**config.mk**
```make
export PLATFORM = sky130hd
export DESIGN_NAME = icfm_monitor
export DESIGN_NICKNAME = d
export VERILOG_FILES = /design/src/hdl/icfm_pkg.sv /design/src/hdl/icfm_monitor.sv
export SDC_FILE = /design/constraint.sdc
export NUM_CORES = 1
export LEC_CHECK = 0
export BUFFER_PORTS_ARGS = -buffer_cell sky130_fd_sc_hd__buf_2
export CAP_MARGIN = 5
export CORE_UTILIZATION = 30
export CTS_BUF_LIST = sky130_fd_sc_hd__clkbuf_8
export DETAILED_ROUTE_END_ITERATION = 10
export RECOVER_POWER = 25
export SLEW_MARGIN = 10
export SYNTH_ARGS = -nofsm -noshare
export SYNTH_HDL_FRONTEND = slang
export SYNTH_SLANG_ARGS = --single-unit
```
**constraint.sdc**
```tcl
create_clock -name sys_clk -period 5.4 [get_ports sys_clk]
set_input_delay 1.08 -clock sys_clk [delete_from_list [all_inputs] [get_ports sys_clk]]
set_output_delay 1.08 -clock sys_clk [all_outputs]
set_load 0.005 [all_outputs]
```
**src/hdl/icfm_pkg.sv**
```systemverilog
// package: register map, field layout, resets and timing for the clock monitor
package icfm_pkg;
    // ------------------------------------------------------------------
    // register offsets
    // ------------------------------------------------------------------
    localparam logic [7:0] ADDR_LINK_CFG = 8'h5c;
    localparam logic [7:0] ADDR_LOW_LIM = 8'h5d;
    localparam logic [7:0] ADDR_HIGH_LIM = 8'h5e;
    localparam logic [7:0] ADDR_MEAS = 8'h5f;
    // ------------------------------------------------------------------
    // field positions
    // ------------------------------------------------------------------
    localparam int BIT_SWAP_FIX_DIS = 7;
    localparam int BIT_LINK_RDY_OVR = 6;
    localparam int BIT_CLK_PRES_OVR = 5;
    localparam int BIT_PHY_RST_MODE = 6;
    // ------------------------------------------------------------------
    // reset values
    // ------------------------------------------------------------------
    localparam logic [7:0] RST_LINK_CFG = 8'h02;
    localparam logic [7:0] RST_LOW_LIM = 8'h06;
    localparam logic [7:0] RST_HIGH_LIM = 8'h2c;
    localparam logic [7:0] RST_MEAS = 8'h00;
    // ------------------------------------------------------------------
    // timing
    // ------------------------------------------------------------------
    localparam int CLK_MHZ = 25;
    localparam int STBL_US_0 = 40;
    localparam int STBL_US_1 = 80;
    localparam int STBL_US_2 = 320;
    localparam int STBL_US_3 = 1280;
    localparam int STBL_CYC_0 = STBL_US_0 * CLK_MHZ;
    localparam int STBL_CYC_1 = STBL_US_1 * CLK_MHZ;
    localparam int STBL_CYC_2 = STBL_US_2 * CLK_MHZ;
    localparam int STBL_CYC_3 = STBL_US_3 * CLK_MHZ;
    localparam int MEAS_US = 1;
    localparam int MEAS_CYC = MEAS_US * CLK_MHZ;

    // register bus request: strobes, address and write data
    typedef struct packed {
        logic wr;
        logic rd;
        logic [7:0] addr;
        logic [7:0] wdata;
    } icfm_req_t;

    // status to the rest of the bridge
    typedef struct packed {
        logic clk_valid;
        logic link_ready;
        logic swap_state;
        logic phy_reset;
        logic pll_reset;
        logic meter_sel;
    } icfm_stat_t;
endpackage

```
**src/hdl/icfm_monitor.sv**
```systemverilog
// input clock frequency monitor with its control and status registers
`timescale 1ns/10ps

//Contract
// - swap fix disable stops auto swap correction and lets software write swap.
// - link ready override reports link ready without back channel detection.
// - clock present override forces clock valid regardless of checks.
// - window select 00/01/10/11 gives 40us/80us/320us/1.28ms stability.
// - stable only after measurement held in band for whole window.
// - capture new value only when difference exceeds hysteresis MHz.
// - phy reset on change, skipped when policy set and +5V present.
// - below low limit the clock is too slow.
// - seven-bit high limit is upper threshold of clock check.
// - read-only measured rate, zero when no valid signal.
// - swap state shows correction, writable only with auto fix disabled.
// - pll reset on change bit resets link pll on frequency change.
// - meter source select picks raw clock or pll clock.
module icfm_monitor #(
    parameter int STBL_CYC_3 = icfm_pkg::STBL_CYC_3
) (
    // clock and reset
    input wire logic sys_clk,
    input wire logic rst_b,
    // register port
    input wire icfm_pkg::icfm_req_t reg_req,
    output logic [7:0] reg_rdata,
    // measurement inputs (pins, not synchronous)
    input wire logic raw_clk_tick,
    input wire logic pll_clk_tick,
    input wire logic plus5v_det,
    input wire logic back_channel_det,
    input wire logic swap_detected,
    input wire logic pll_reset_on_change,
    input wire logic meter_source_sel,
    // status
    output icfm_pkg::icfm_stat_t status
);
    // ------------------------------------------------------------------
    // registers
    // ------------------------------------------------------------------
    logic [7:0] link_override_cfg_reg;
    logic [6:0] low_limit_reg;
    logic [6:0] high_limit_reg;
    logic [7:0] measured_clock_mhz_reg;
    logic swap_state_reg;
    logic [7:0] rdata_reg;
    icfm_pkg::icfm_stat_t status_reg;

    wire swap_fix_dis = link_override_cfg_reg[icfm_pkg::BIT_SWAP_FIX_DIS];
    wire link_rdy_ovr = link_override_cfg_reg[icfm_pkg::BIT_LINK_RDY_OVR];
    wire clock_present_override =
        link_override_cfg_reg[icfm_pkg::BIT_CLK_PRES_OVR];
    wire [1:0] stability_window_sel = link_override_cfg_reg[4:3];
    wire [2:0] measure_hysteresis_mhz = link_override_cfg_reg[2:0];
    wire [5:0] min_clock_mhz = low_limit_reg[5:0];
    wire [6:0] max_clock_mhz = high_limit_reg;
    wire phy_rst_mode = low_limit_reg[icfm_pkg::BIT_PHY_RST_MODE];

    // ------------------------------------------------------------------
    // pin synchronisers: three stages, change counts when 2 and 3 agree
    // ------------------------------------------------------------------
    logic [2:0] s_raw, s_pll, s_5v, s_bc, s_sw, s_prc, s_msel;
    always_ff @(posedge sys_clk or negedge rst_b) begin
        if (!rst_b) begin
            s_raw <= 3'h0;
            s_pll <= 3'h0;
            s_5v <= 3'h0;
            s_bc <= 3'h0;
            s_sw <= 3'h0;
            s_prc <= 3'h7;
            s_msel <= 3'h0;
        end else begin
            s_raw <= {s_raw[1:0], raw_clk_tick};
            s_pll <= {s_pll[1:0], pll_clk_tick};
            s_5v <= {s_5v[1:0], plus5v_det};
            s_bc <= {s_bc[1:0], back_channel_det};
            s_sw <= {s_sw[1:0], swap_detected};
            s_prc <= {s_prc[1:0], pll_reset_on_change};
            s_msel <= {s_msel[1:0], meter_source_sel};
        end
    end
    // level pins: a change is taken once stages 2 and 3 agree, else held
    wire [4:0] lvl_s2 = {s_5v[1], s_bc[1], s_sw[1], s_prc[1], s_msel[1]};
    wire [4:0] lvl_s3 = {s_5v[2], s_bc[2], s_sw[2], s_prc[2], s_msel[2]};
    logic [4:0] lvl_reg;
    always_ff @(posedge sys_clk or negedge rst_b) begin
        if (!rst_b) lvl_reg <= 5'b0_0010;
        else lvl_reg <= (lvl_s2 & lvl_s3) | (lvl_reg & (lvl_s2 | lvl_s3));
    end
    wire pin_5v = lvl_reg[4];
    wire pin_bc = lvl_reg[3];
    wire pin_sw = lvl_reg[2];
    wire pin_prc = lvl_reg[1];
    // rising edge of the chosen tick, seen on stages 2 and 3 only
    wire msel = lvl_reg[0];
    wire [2:0] s_tick = msel ? s_pll : s_raw;
    logic tick_d;
    always_ff @(posedge sys_clk or negedge rst_b) begin
        if (!rst_b) tick_d <= 1'b0;
        else if (s_tick[2] == s_tick[1]) tick_d <= s_tick[2];
    end
    wire tick_rise = (s_tick[2] == s_tick[1]) && s_tick[2] && !tick_d;

    // ------------------------------------------------------------------
    // rate counting: ticks in one microsecond give MHz
    // ------------------------------------------------------------------
    logic [7:0] gate_cnt_reg;
    logic [7:0] tick_cnt_reg;
    wire gate_end = (gate_cnt_reg == 8'(icfm_pkg::MEAS_CYC - 1));
    always_ff @(posedge sys_clk or negedge rst_b) begin
        if (!rst_b) begin
            gate_cnt_reg <= 8'h00;
            tick_cnt_reg <= 8'h00;
        end else begin
            gate_cnt_reg <= gate_end ? 8'h00 : gate_cnt_reg + 8'h01;
            if (gate_end) tick_cnt_reg <= {7'h00, tick_rise};
            else if (tick_rise && tick_cnt_reg != 8'hff)
                tick_cnt_reg <= tick_cnt_reg + 8'h01;
        end
    end
    // each tick phase needs two agreeing samples, so only rates below a
    // quarter of sys_clk resolve;
    // the bridge supplies a divided tick for faster inputs
    wire [7:0] sample_mhz = tick_cnt_reg;

    // ------------------------------------------------------------------
    // hysteresis, stability and limits
    // ------------------------------------------------------------------
    wire [7:0] diff = (sample_mhz > measured_clock_mhz_reg) ?
        sample_mhz - measured_clock_mhz_reg :
        measured_clock_mhz_reg - sample_mhz;
    wire outside_band = diff > {5'h00, measure_hysteresis_mhz};
    wire capture = gate_end && outside_band;
    // limits judge the held rate: the live count is partial mid-gate
    wire too_slow = measured_clock_mhz_reg < {2'h0, min_clock_mhz};
    wire too_fast = measured_clock_mhz_reg > {1'b0, max_clock_mhz};

    wire [31:0] stbl_limit = (stability_window_sel == 2'b00) ?
        icfm_pkg::STBL_CYC_0 : (stability_window_sel == 2'b01) ?
        icfm_pkg::STBL_CYC_1 : (stability_window_sel == 2'b10) ?
        icfm_pkg::STBL_CYC_2 : STBL_CYC_3;
    logic [15:0] stbl_cnt_reg;
    logic stable_reg;
    wire stbl_done = {16'h0000, stbl_cnt_reg} >= stbl_limit - 32'd1;
    always_ff @(posedge sys_clk or negedge rst_b) begin
        if (!rst_b) begin
            stbl_cnt_reg <= 16'h0000;
            stable_reg <= 1'b0;
        end else if (capture) begin
            stbl_cnt_reg <= 16'h0000;
            stable_reg <= 1'b0;
        end else if (stbl_done) begin
            stable_reg <= 1'b1;
        end else begin
            stbl_cnt_reg <= stbl_cnt_reg + 16'h0001;
        end
    end
    wire in_range = !too_slow && !too_fast;
    wire clk_valid_next = clock_present_override ||
        (stable_reg && in_range && measured_clock_mhz_reg != 8'h00);

    // ------------------------------------------------------------------
    // register writes and measurement
    // ------------------------------------------------------------------
    wire wr_cfg = reg_req.wr && reg_req.addr == icfm_pkg::ADDR_LINK_CFG;
    wire wr_low = reg_req.wr && reg_req.addr == icfm_pkg::ADDR_LOW_LIM;
    wire wr_high = reg_req.wr && reg_req.addr == icfm_pkg::ADDR_HIGH_LIM;
    // swap state has no own register here; software writes it through bit 7
    // of the measured-rate address only while auto fix is off
    wire wr_swap = reg_req.wr && reg_req.addr == icfm_pkg::ADDR_MEAS &&
        swap_fix_dis;
    wire no_signal = gate_end && sample_mhz == 8'h00;
    wire [7:0] meas_next = no_signal ? 8'h00 :
        capture ? sample_mhz : measured_clock_mhz_reg;
    wire freq_change = capture;
    always_ff @(posedge sys_clk or negedge rst_b) begin
        if (!rst_b) begin
            link_override_cfg_reg <= icfm_pkg::RST_LINK_CFG;
            low_limit_reg <= icfm_pkg::RST_LOW_LIM[6:0];
            high_limit_reg <= icfm_pkg::RST_HIGH_LIM[6:0];
            measured_clock_mhz_reg <= icfm_pkg::RST_MEAS;
            swap_state_reg <= 1'b0;
        end else begin
            if (wr_cfg) link_override_cfg_reg <= reg_req.wdata;
            if (wr_low) low_limit_reg <= reg_req.wdata[6:0];
            if (wr_high) high_limit_reg <= reg_req.wdata[6:0];
            measured_clock_mhz_reg <= meas_next;
            if (!swap_fix_dis) swap_state_reg <= pin_sw;
            else if (wr_swap) swap_state_reg <= reg_req.wdata[7];
        end
    end

    // ------------------------------------------------------------------
    // read data and status outputs
    // ------------------------------------------------------------------
    wire [7:0] rd_mux =
        (reg_req.addr == icfm_pkg::ADDR_LINK_CFG) ? link_override_cfg_reg :
        (reg_req.addr == icfm_pkg::ADDR_LOW_LIM) ? {1'b0, low_limit_reg} :
        (reg_req.addr == icfm_pkg::ADDR_HIGH_LIM) ? {1'b0, high_limit_reg} :
        (reg_req.addr == icfm_pkg::ADDR_MEAS) ? measured_clock_mhz_reg :
        8'h00;
    wire phy_rst_next = freq_change && !(phy_rst_mode && pin_5v);
    wire pll_rst_next = freq_change && pin_prc;
    always_ff @(posedge sys_clk or negedge rst_b) begin
        if (!rst_b) begin
            rdata_reg <= 8'h00;
            status_reg <= '0;
        end else begin
            rdata_reg <= reg_req.rd ? rd_mux : 8'h00;
            status_reg.clk_valid <= clk_valid_next;
            status_reg.link_ready <= link_rdy_ovr || pin_bc;
            status_reg.swap_state <= swap_state_reg;
            status_reg.phy_reset <= phy_rst_next;
            status_reg.pll_reset <= pll_rst_next;
            status_reg.meter_sel <= msel;
        end
    end
    assign reg_rdata = rdata_reg;
    assign status = status_reg;
endmodule // icfm_monitor

```
==> results.py, run 1 <==
metrics = {
    "status": {
        "status": "complete, but fails checks",
        "violations": "capacitance limit, slew limit",
    },
    "routing": {
        "postRouteAntennaNets": 0,
        "vias": 3995,
        "first_pass_iters": 4,
        "drcViolationCount": 0,
        "drt-total-wl_um": 12000,
        "wl_per_cell_um": 15.3,
        "drt-initial-drc-count": 265,
        "avgViaCountPerCell": 5.08,
    },
    "die": {
        "initial_utilization": 0.310,
        "die_w_um": 139,
        "die_area_mm2": 0.0193,
        "die_h_um": 139,
        "ios": 41,
        "rows": 49,
        "core_mm2": 0.0181,
    },
    "synth": {
        "synth-async-reset-ratio": 1.00,
        "yosys.cell_types.count": 66,
        "yosysSeqAreaShare": 0.469,
        "yosys_warnings": 0,
        "ys.flop_type": "dfrtp_1",
        "yosys_register_bits": 105,
        "synth_area_mm2": 0.00563,
        "synth_area_per_cell_um2": 10.9,
        "syn_inst": 514,
        "synth_edf_count": 0,
        "synthesis.nets": 591,
    },
    "timing": {
        "worst_pin_slew_ns": 3.20,
        "period_minus_slack_ns": 4.14,
        "slew_headroom": -1.13,
        "rsz0062_at_grt": "false",
        "tns_ns": 0,
        "slew_viol_final": 63,
        "fin_worst_skew_ns": 0.0137,
        "setup_viol": 0,
        "post-route-period-util": 0.766,
        "hold_viol": 0,
        "fmax_mhz": 242,
    },
    "clock_tree": {
        "cts_sinks": 105,
        "post_cts_resized": 0,
        "htreeDepth": 3,
        "holdBufCountCts": 0,
        "cts_root_buf": "clkbuf_8",
        "ctsLongestPathBuffers": 2,
        "post_cts_buffers": 0,
        "clkSlewWorstSetupHoldPaths_ns": 0.09,
        "clk_latency_ns": 0.36,
        "numCtsBuffers": 9,
        "cts_tree": "yes",
    },
    "pwr": {
        "power.leakage_nw": 2.87,
        "power.density_mw_per_mm2": 377,
        "vdd_drop_max_mv": 0.167,
    },
    "place": {
        "dp_hpwl_um": 8990,
        "gp_congestion": 0.909,
        "io_buffers": 40,
    },
    "min_path": {
        "hp-class": "register to register",
    },
    "critical_path": {
        "cp-start-kind": "register",
        "critPathKind": "register to register",
        "required_ns": 5.70,
        "end_kind": "register",
        "crit_path_max_fanout": 8,
        "crit_arrival_ns": 4.44,
    },
    "global_route": {
        "grt_usage": 0.131,
        "grt_pass1_wl_um": 20500,
        "grt_start_max_net_pins": 63,
        "antenna_found_initial": 0,
        "grt_pass1_vias": 4119,
        "global_route.overflow_total": 0,
    },
    "job": {
        "max_cap_violations": 1,
    },
    "cells_and_area": {
        "fin_util": 0.344,
        "syn_to_final_growth_pct": 10.9,
        "drive_gt1_frac": 0.178,
        "largest_reg_flops": 16,
        "antenna_cells": 0,
        "nNetsFinal": 629,
    },
}
-- cells in the mapped netlist, types with 15 or more instances --
library cell / instances / area (µm²)
nor2_1: 52 / 195
nand2_1: 19 / 71.3
nand4_1: 17 / 106
ha_1: 48 / 601
nand3_1: 15 / 75.1
xnor2_1: 16 / 140
xor2_1: 16 / 140
mux2_2: 26 / 293
dfrtp_1: 95 / 2380
a21oi_1: 16 / 80.1
inv_1: 41 / 154
-- critical path, cell delays in order (launching register included) --
cell and delay (ns):
dfrtp_1 0.43, inv_1 0.14, ha_1 0.18, inv_1 0.06, fa_1 0.40, nand3_1 0.15
a21oi_1 0.09, o41a_1 0.47, mux2_2 0.31, ha_1 0.29, nor2b_1 0.13, o21ai_0 0.14
a32oi_1 0.09, nor4b_1 0.36, a22oi_2 0.15, o21ai_1 0.49, a32o_1 0.20
-- cell type report --
cell class	instances	area (µm²)
clock buffer	10	138
clock inverter	6	66.3
fill	1869	11900
inverter	41	154
multi-input combinational	354	2750
sequential	105	2640
tap	229	287
timing repair buffer	41	206
-- stage by stage --
stage	hold WS, ns	area (µm²)	cells	setup slack [ns]	total power, mW
floorplan	0.331	5630	514	1.60	1.67
global placement	0.333	6040	770	1.40	1.84
detailed placement	0.337	6040	770	1.25	1.87
CTS	0.358	6240	786	1.24	2.38
global route	0.361	6240	786	0.914	2.53
finish	0.355	6240	786	1.26	2.35
-- path summary, 6_finish.rpt --
path	end	cells past startpoint	slack, ns	from
setup / recovery	measured_clock_mhz_reg[0]	16	1.26	sample_mhz[0]
max in group asynchronous	lvl_reg[0]	2	1.76	rst_b
min in group asynchronous	lvl_reg[3]	1	1.77	rst_b
hold reg to reg	s_msel[1]	0	0.35	s_msel[0]
setup reg to reg	measured_clock_mhz_reg[0]	16	1.26	sample_mhz[0]
hold / removal	s_msel[1]	0	0.35	s_msel[0]
-- metal layers --
layer / GRT usage / wire length (µm) / vias up
met5: 0 / 0 / -
li1: - / - / 1902
met4: 0.0520 / 260 / 0
met1: 0.168 / 5490 / 1954
met3: 0.0228 / 501 / 25
met2: 0.220 / 5730 / 114
-- cells in the final DEF, fill, tap and decap left out, drive strengths merged, types with 3 or more instances in the layout --
cell type	instances
nand3b	3
o21ai	13
and4	3
mux2i	10
nand2	19
nand4b	3
a2111oi	8
a22o	6
nor4	3
inv	43
ha	48
dfrtp	95
nand4	17
nand2b	3
a211oi	5
nor3	5
dfstp	10
a21oi	18
maj3	5
xor2	16
clkbuf	11
xnor2	16
nor3b	3
nor2	52
nand3	15
buf	40
a21boi	4
nor2b	4
mux2	26
and3	12
-- kinds of logic (layout without fill, tap and decap cells) --
kind of cell	Yosys count	after routing	share of synthesized area
compound gates	78	78	0.104
xor+xnor	32	32	0.0498
fa+ha+maj	55	55	0.123
simple gates	153	153	0.142
flops	105	105	0.469
mux	36	36	0.0698
buf+inv	55	98	0.0420
-- report_power, final --
| group | switching [mW] | total [mW] | internal (mW) | leakage (nW) |
|---|---|---|---|---|
| clock network | 0.268 | 0.496 | 0.228 | 0.100 |
| registers | 0.0972 | 0.956 | 0.858 | 1.34 |
| logic | 0.510 | 0.902 | 0.392 | 1.43 |
| total | 0.875 | 2.35 | 1.48 | 2.87 |
No activity file was read; power rests on OpenSTA's default activity.
==> run 2, diff against run 1 <==
clock period = 3.9 ns   (was 5.4 ns; I/O delays follow)
==> results.py, run 2 (synthesis gave the netlist of run 1 again) <==
metrics = {
    "cells_and_area": {
        "regArea_mm2": 0.00264,
        "multiInputGateArea_mm2": 0.00278,
        "largest_reg_flops": 16,
        "syn_to_final_growth_pct": 13.5,
        "nNetsFinal": 642,
        "layout_commonest_cell": "dfrtp_1",
        "stdcell_area_mm2": 0.00639,
        "fillers": 1844,
        "final_cell_mix": "dfrtp_1, nor2_1, ha_1, inv_1, buf_2",
        "drive_gt1_frac": 0.218,
        "antenna_cells": 0,
    },
    "critical_path": {
        "cp_num_buf_inv": 4,
        "rr_endpoint": "measured_clock_mhz_reg[0]",
        "critPathKind": "register to register",
        "path_common_cell": "buf_4",
        "r2r_slack_ns": 0.23,
        "rr_startpoint": "sample_mhz[0]",
        "path_depth": 18,
        "cp-startpoint": "sample_mhz[0]",
        "reg2regPathDepth": 18,
        "cpPeakStageDelay_ns": 0.42,
        "crit_arrival_ns": 3.94,
        "crit_path_max_fanout": 8,
        "cp-start-kind": "register",
        "end_kind": "register",
        "required_ns": 4.17,
        "crit_path_top_delay_cell": "dfrtp_1",
        "endpoint": "measured_clock_mhz_reg[0]",
        "crit_chain": "inv_2 -> ha_2 -> inv_1 -> fa_2 -> nand3_2 -> a21oi_1 -> o41a_1 -> buf_4 -> mux2i_2 -> xnor2_1 -> ha_1 -> o21ai_0 -> a32oi_1 -> nor4b_2 -> a22oi_2 -> o21ai_1 -> buf_4 -> a32o_1",
        "crit_family": "compound AO/OA/AOI/OAI gates",
    },
    "timing": {
        "fmax_mhz": 273,
        "setup_viol": 0,
        "post-route-period-util": 0.941,
        "finalWorstSetupSlack_ns": 0.231,
        "worst_pin_slew_ns": 2.28,
        "fin_worst_skew_ns": 0.0109,
        "slew_headroom": -0.520,
        "period_minus_slack_ns": 3.67,
        "hold_viol": 0,
        "rsz0062_at_grt": "false",
        "slew_viol_final": 42,
    },
    "global_route": {
        "grt_pass1_wl_um": 20700,
        "grt_usage": 0.135,
        "grt_pass1_vias": 4122,
        "antenna_found_initial": 0,
        "grt_start_max_net_pins": 65,
        "global_route.overflow_total": 0,
    },
    "clock_tree": {
        "cts_root_buf": "clkbuf_8",
        "cts_tree": "yes",
        "holdBufCountCts": 0,
        "htreeDepth": 3,
        "numCtsBuffers": 9,
        "cts_sinks": 105,
        "clk_latency_ns": 0.38,
        "clkSlewWorstSetupHoldPaths_ns": 0.10,
        "ctsLongestPathBuffers": 2,
    },
    "place": {
        "pre_cts_ws_ns": -0.0179,
        "io_buffers": 40,
        "gp_congestion": 0.894,
        "place_area_mm2": 0.00613,
        "dp_hpwl_um": 9250,
    },
    "min_path": {
        "whs_path_depth": 0,
        "hp-class": "register to register",
    },
    "job": {
        "max_cap_violations": 1,
    },
    "pwr": {
        "power.density_mw_per_mm2": 535,
        "vdd_drop_max_mv": 0.262,
        "power.leakage_nw": 2.93,
    },
    "die": {
        "rows": 49,
        "ios": 41,
        "die_w_um": 139,
        "die_area_mm2": 0.0193,
        "core_mm2": 0.0181,
        "die_h_um": 139,
        "initial_utilization": 0.310,
    },
    "routing": {
        "vias": 4022,
        "first_pass_iters": 4,
        "wl_per_cell_um": 15.4,
        "drt-total-wl_um": 12300,
        "avgViaCountPerCell": 5.03,
        "drt-initial-drc-count": 177,
        "postRouteAntennaNets": 0,
        "drcViolationCount": 0,
    },
    "status": {
        "violations": "capacitance limit, slew limit",
        "status": "complete, but fails checks",
    },
}
[run 2: changes by cell type in the layout (fill, tap and decap cells not counted), sizes merged]
cell,change
and2,+1
buf,+12
clkbuf,-1
inv,+1
[run 2: how the worst min path moves through the flow]
stage / from / end / slack, ns
after CTS: rst_b / s_5v[0] / 0.36
after global placement: s_5v[0] / s_5v[1] / 0.33
final: s_msel[0] / s_msel[1] / 0.35
after floorplan: s_5v[0] / s_5v[1] / 0.33
after global routing: s_prc[0] / s_prc[1] / 0.37
after detailed placement: s_raw[0] / s_raw[1] / 0.33
[run 2: final cells by class]
class / instances / area share
Timing Repair Buffer: 53 / 0.0490
Multi-Input combinational cell: 355 / 0.436
Tap cell: 229 / 0.0449
Clock buffer: 9 / 0.0194
Inverter: 41 / 0.0241
Sequential cell: 105 / 0.414
Clock inverter: 7 / 0.0133
[run 2: stage by stage]
step	total power [mW]	hold slack, ns	TNS (ns)	cells	util
2_1_floorplan	2.31	0.331	0	514	-
3_3_place_gp	2.63	0.333	0	781	0.338
3_5_place_dp	2.65	0.335	-0.0287	781	0.338
4_1_cts	3.39	0.358	0	797	0.350
5_1_grt	3.67	0.367	0	799	0.352
6_report	3.42	0.355	0	799	0.352
[run 2: where the power goes]
group	switching [mW]	total [mW]	internal [mW]
Sequential	0.107	1.30	1.19
Combinational	0.773	1.41	0.636
Clock	0.403	0.712	0.309
[run 2: what timing repair did]
item	4_1_cts	5_1_grt
gates cloned	0	1
resized for setup	1	10
buffers inserted	0	1
setup endpoints to repair	10	26
pin swaps	0	4
[run 2: layer usage]
layer	up-vias	GRT usage	share of wire
met4	0	0.0520	0.017
met2	78	0.225	0.49
li1	1930	-	-
met5	-	0	0
met3	14	0.0193	0.028
met1	2000	0.177	0.47
==> run 3, diff against run 2 <==
clock period = 3.5 ns   (was 3.9 ns; I/O delays follow)
==> results.py, run 3 (synthesis gave the netlist of run 1 again) <==
metrics = {
    "cells_and_area": {
        "antenna_cells": 0,
        "nNetsFinal": 673,
        "drive_gt1_frac": 0.263,
        "final_cell_mix": "dfrtp_1, nor2_1, ha_1, buf_4, inv_1",
        "fin_util": 0.368,
        "instances_no_fill": 830,
        "largest_reg_flops": 16,
        "layout_commonest_cell": "dfrtp_1",
        "syn_to_final_growth_pct": 18.6,
    },
    "clock_tree": {
        "clkSlewWorstSetupHoldPaths_ns": 0.11,
        "holdBufCountCts": 0,
        "cts_sinks": 105,
        "htreeDepth": 3,
        "numCtsBuffers": 9,
        "ctsLongestPathBuffers": 2,
        "clk_latency_ns": 0.39,
        "cts_root_buf": "clkbuf_8",
        "cts_tree": "yes",
    },
    "critical_path": {
        "required_ns": 3.79,
        "reg2regPathDepth": 20,
        "rr_startpoint": "sample_mhz[3]",
        "cp-startpoint": "sample_mhz[3]",
        "cp-start-kind": "register",
        "critPathKind": "register to register",
        "r2r_slack_ns": 0.03,
        "endpoint": "measured_clock_mhz_reg[3]",
        "crit_path_max_fanout": 6,
        "end_kind": "register",
        "crit_arrival_ns": 3.77,
        "rr_endpoint": "measured_clock_mhz_reg[3]",
    },
    "pwr": {
        "p_sw_mw": 1.60,
        "clkPwrFrac": 0.172,
        "vdd_drop_max_mv": 0.406,
        "power.density_mw_per_mm2": 643,
        "power.leakage_nw": 3.11,
        "p_sw_frac": 0.373,
        "p_comb_frac": 0.493,
        "p_int_mw": 2.69,
        "seqPwrFrac": 0.335,
    },
    "die": {
        "die_area_mm2": 0.0193,
        "initial_utilization": 0.310,
        "rows": 49,
        "core_mm2": 0.0181,
        "die_w_um": 139,
        "die_h_um": 139,
        "ios": 41,
    },
    "timing": {
        "fmax_mhz": 288,
        "worst_pin_slew_ns": 1.24,
        "slew_viol_final": 0,
        "fin_worst_skew_ns": 0.0151,
        "timing.hold.ws_ns": 0.357,
        "period_minus_slack_ns": 3.47,
        "rsz0062_at_grt": "true",
        "post-route-period-util": 0.992,
        "tns_ns": 0,
        "setup_viol": 0,
        "slew_headroom": 0.171,
        "hold_viol": 0,
    },
    "place": {
        "io_buffers": 40,
        "gp_congestion": 0.838,
        "dp_hpwl_um": 9650,
        "dpl.cell_count": 800,
    },
    "global_route": {
        "antenna_found_initial": 0,
        "grt_usage": 0.143,
        "grt_start_max_net_pins": 83,
        "grt_pass1_vias": 4305,
        "global_route.overflow_total": 0,
        "grt_pass1_wl_um": 21900,
    },
    "status": {
        "status": "complete, but fails checks",
        "violations": "DRC",
    },
    "routing": {
        "first_pass_iters": 7,
        "avgViaCountPerCell": 5.03,
        "vias": 4173,
        "drcViolationCount": 1,
        "drt-initial-drc-count": 301,
        "drt-total-wl_um": 13000,
        "postRouteAntennaNets": 0,
        "wl_per_cell_um": 15.7,
    },
    "min_path": {
        "hp-class": "register to register",
    },
    "job": {
        "max_cap_violations": 0,
    },
}
run 3: cell types whose count changed in the layout (fill, tap and decap cells not counted), moves of 2 or more:
| cell | delta |
|---|---|
| buf_4 | +30 |
| dfrtp_1 | +2 |
| dfrtp_2 | -2 |
| ha_2 | -2 |
| ha_4 | +3 |
run 3: final cells by class:
class	instances	area [µm²]
tap	229	287
timing repair buffer	84	558
multi-input combinational	355	2840
clock inverter	7	65.1
clock buffer	9	124
sequential	105	2640
inverter	41	154
fill	1769	11500
run 3: worst min path at each step:
stage / from / end / slack, ns / cells after the start
global placement: s_bc[0] / s_bc[1] / 0.34 / 0
floorplan: s_5v[0] / s_5v[1] / 0.33 / 0
global route: pll_reset_on_change / s_prc[0] / 0.37 / 1
finish: s_5v[0] / s_5v[1] / 0.36 / 0
CTS: rst_b / swap_state_reg / 0.17 / 1
detailed placement: s_5v[0] / s_5v[1] / 0.34 / 0
run 3: per-stage QoR:
step           worst slack [ns]  total power [mW]  cell area [µm²]
6_report                 0.0264              4.29             6670
5_1_grt                  -0.116              4.59             6670
4_1_cts                 -0.0193              4.30             6670
3_5_place_dp            -0.0166              3.18             6350
3_3_place_gp              0.115              3.14             6350
2_1_floorplan           -0.0215              2.66             5680
run 3: what timing repair did:
item	in CTS	in global routing
pin swaps	11	3
gates cloned	1	0
endpoints found under the setup margin	21	26
resized for setup	5	2
buffers inserted	13	0
endpoints found under the hold margin	0	0
run 3: metal layers:
metal  part of all wire  up-vias  wire [µm]  global-route usage
met1               0.45     2063       5790               0.177
met4              0.027        0        356              0.0649
met5                  0        -          0                   0
met2               0.49       94       6330               0.242
met3              0.041       25        538              0.0290
li1                   -     1991          -                   -
run 3: worst max-delay path, stage by stage (launching register included):
cell       delay (ns)
dfrtp_1          0.42
ha_1             0.32
buf_4            0.15
nand3_2          0.09
buf_4            0.14
buf_4            0.12
buf_4            0.12
buf_4            0.12
buf_4            0.12
buf_4            0.12
buf_4            0.12
buf_4            0.12
buf_4            0.12
buf_4            0.13
a2bb2oi_1        0.13
o22ai_1          0.14
nor4b_2          0.25
a22oi_2          0.15
and2_4           0.20
buf_6            0.12
a22o_1           0.19
run 3: power by group through the flow:
stage / Clock (mW) / Sequential, mW / Combinational, mW
floorplan: 0 / 1.44 / 1.22
detailed placement: 0 / 1.46 / 1.73
CTS: 0.771 / 1.43 / 2.09
global route: 0.821 / 1.45 / 2.31
global placement: 0 / 1.45 / 1.68
finish: 0.739 / 1.44 / 2.12
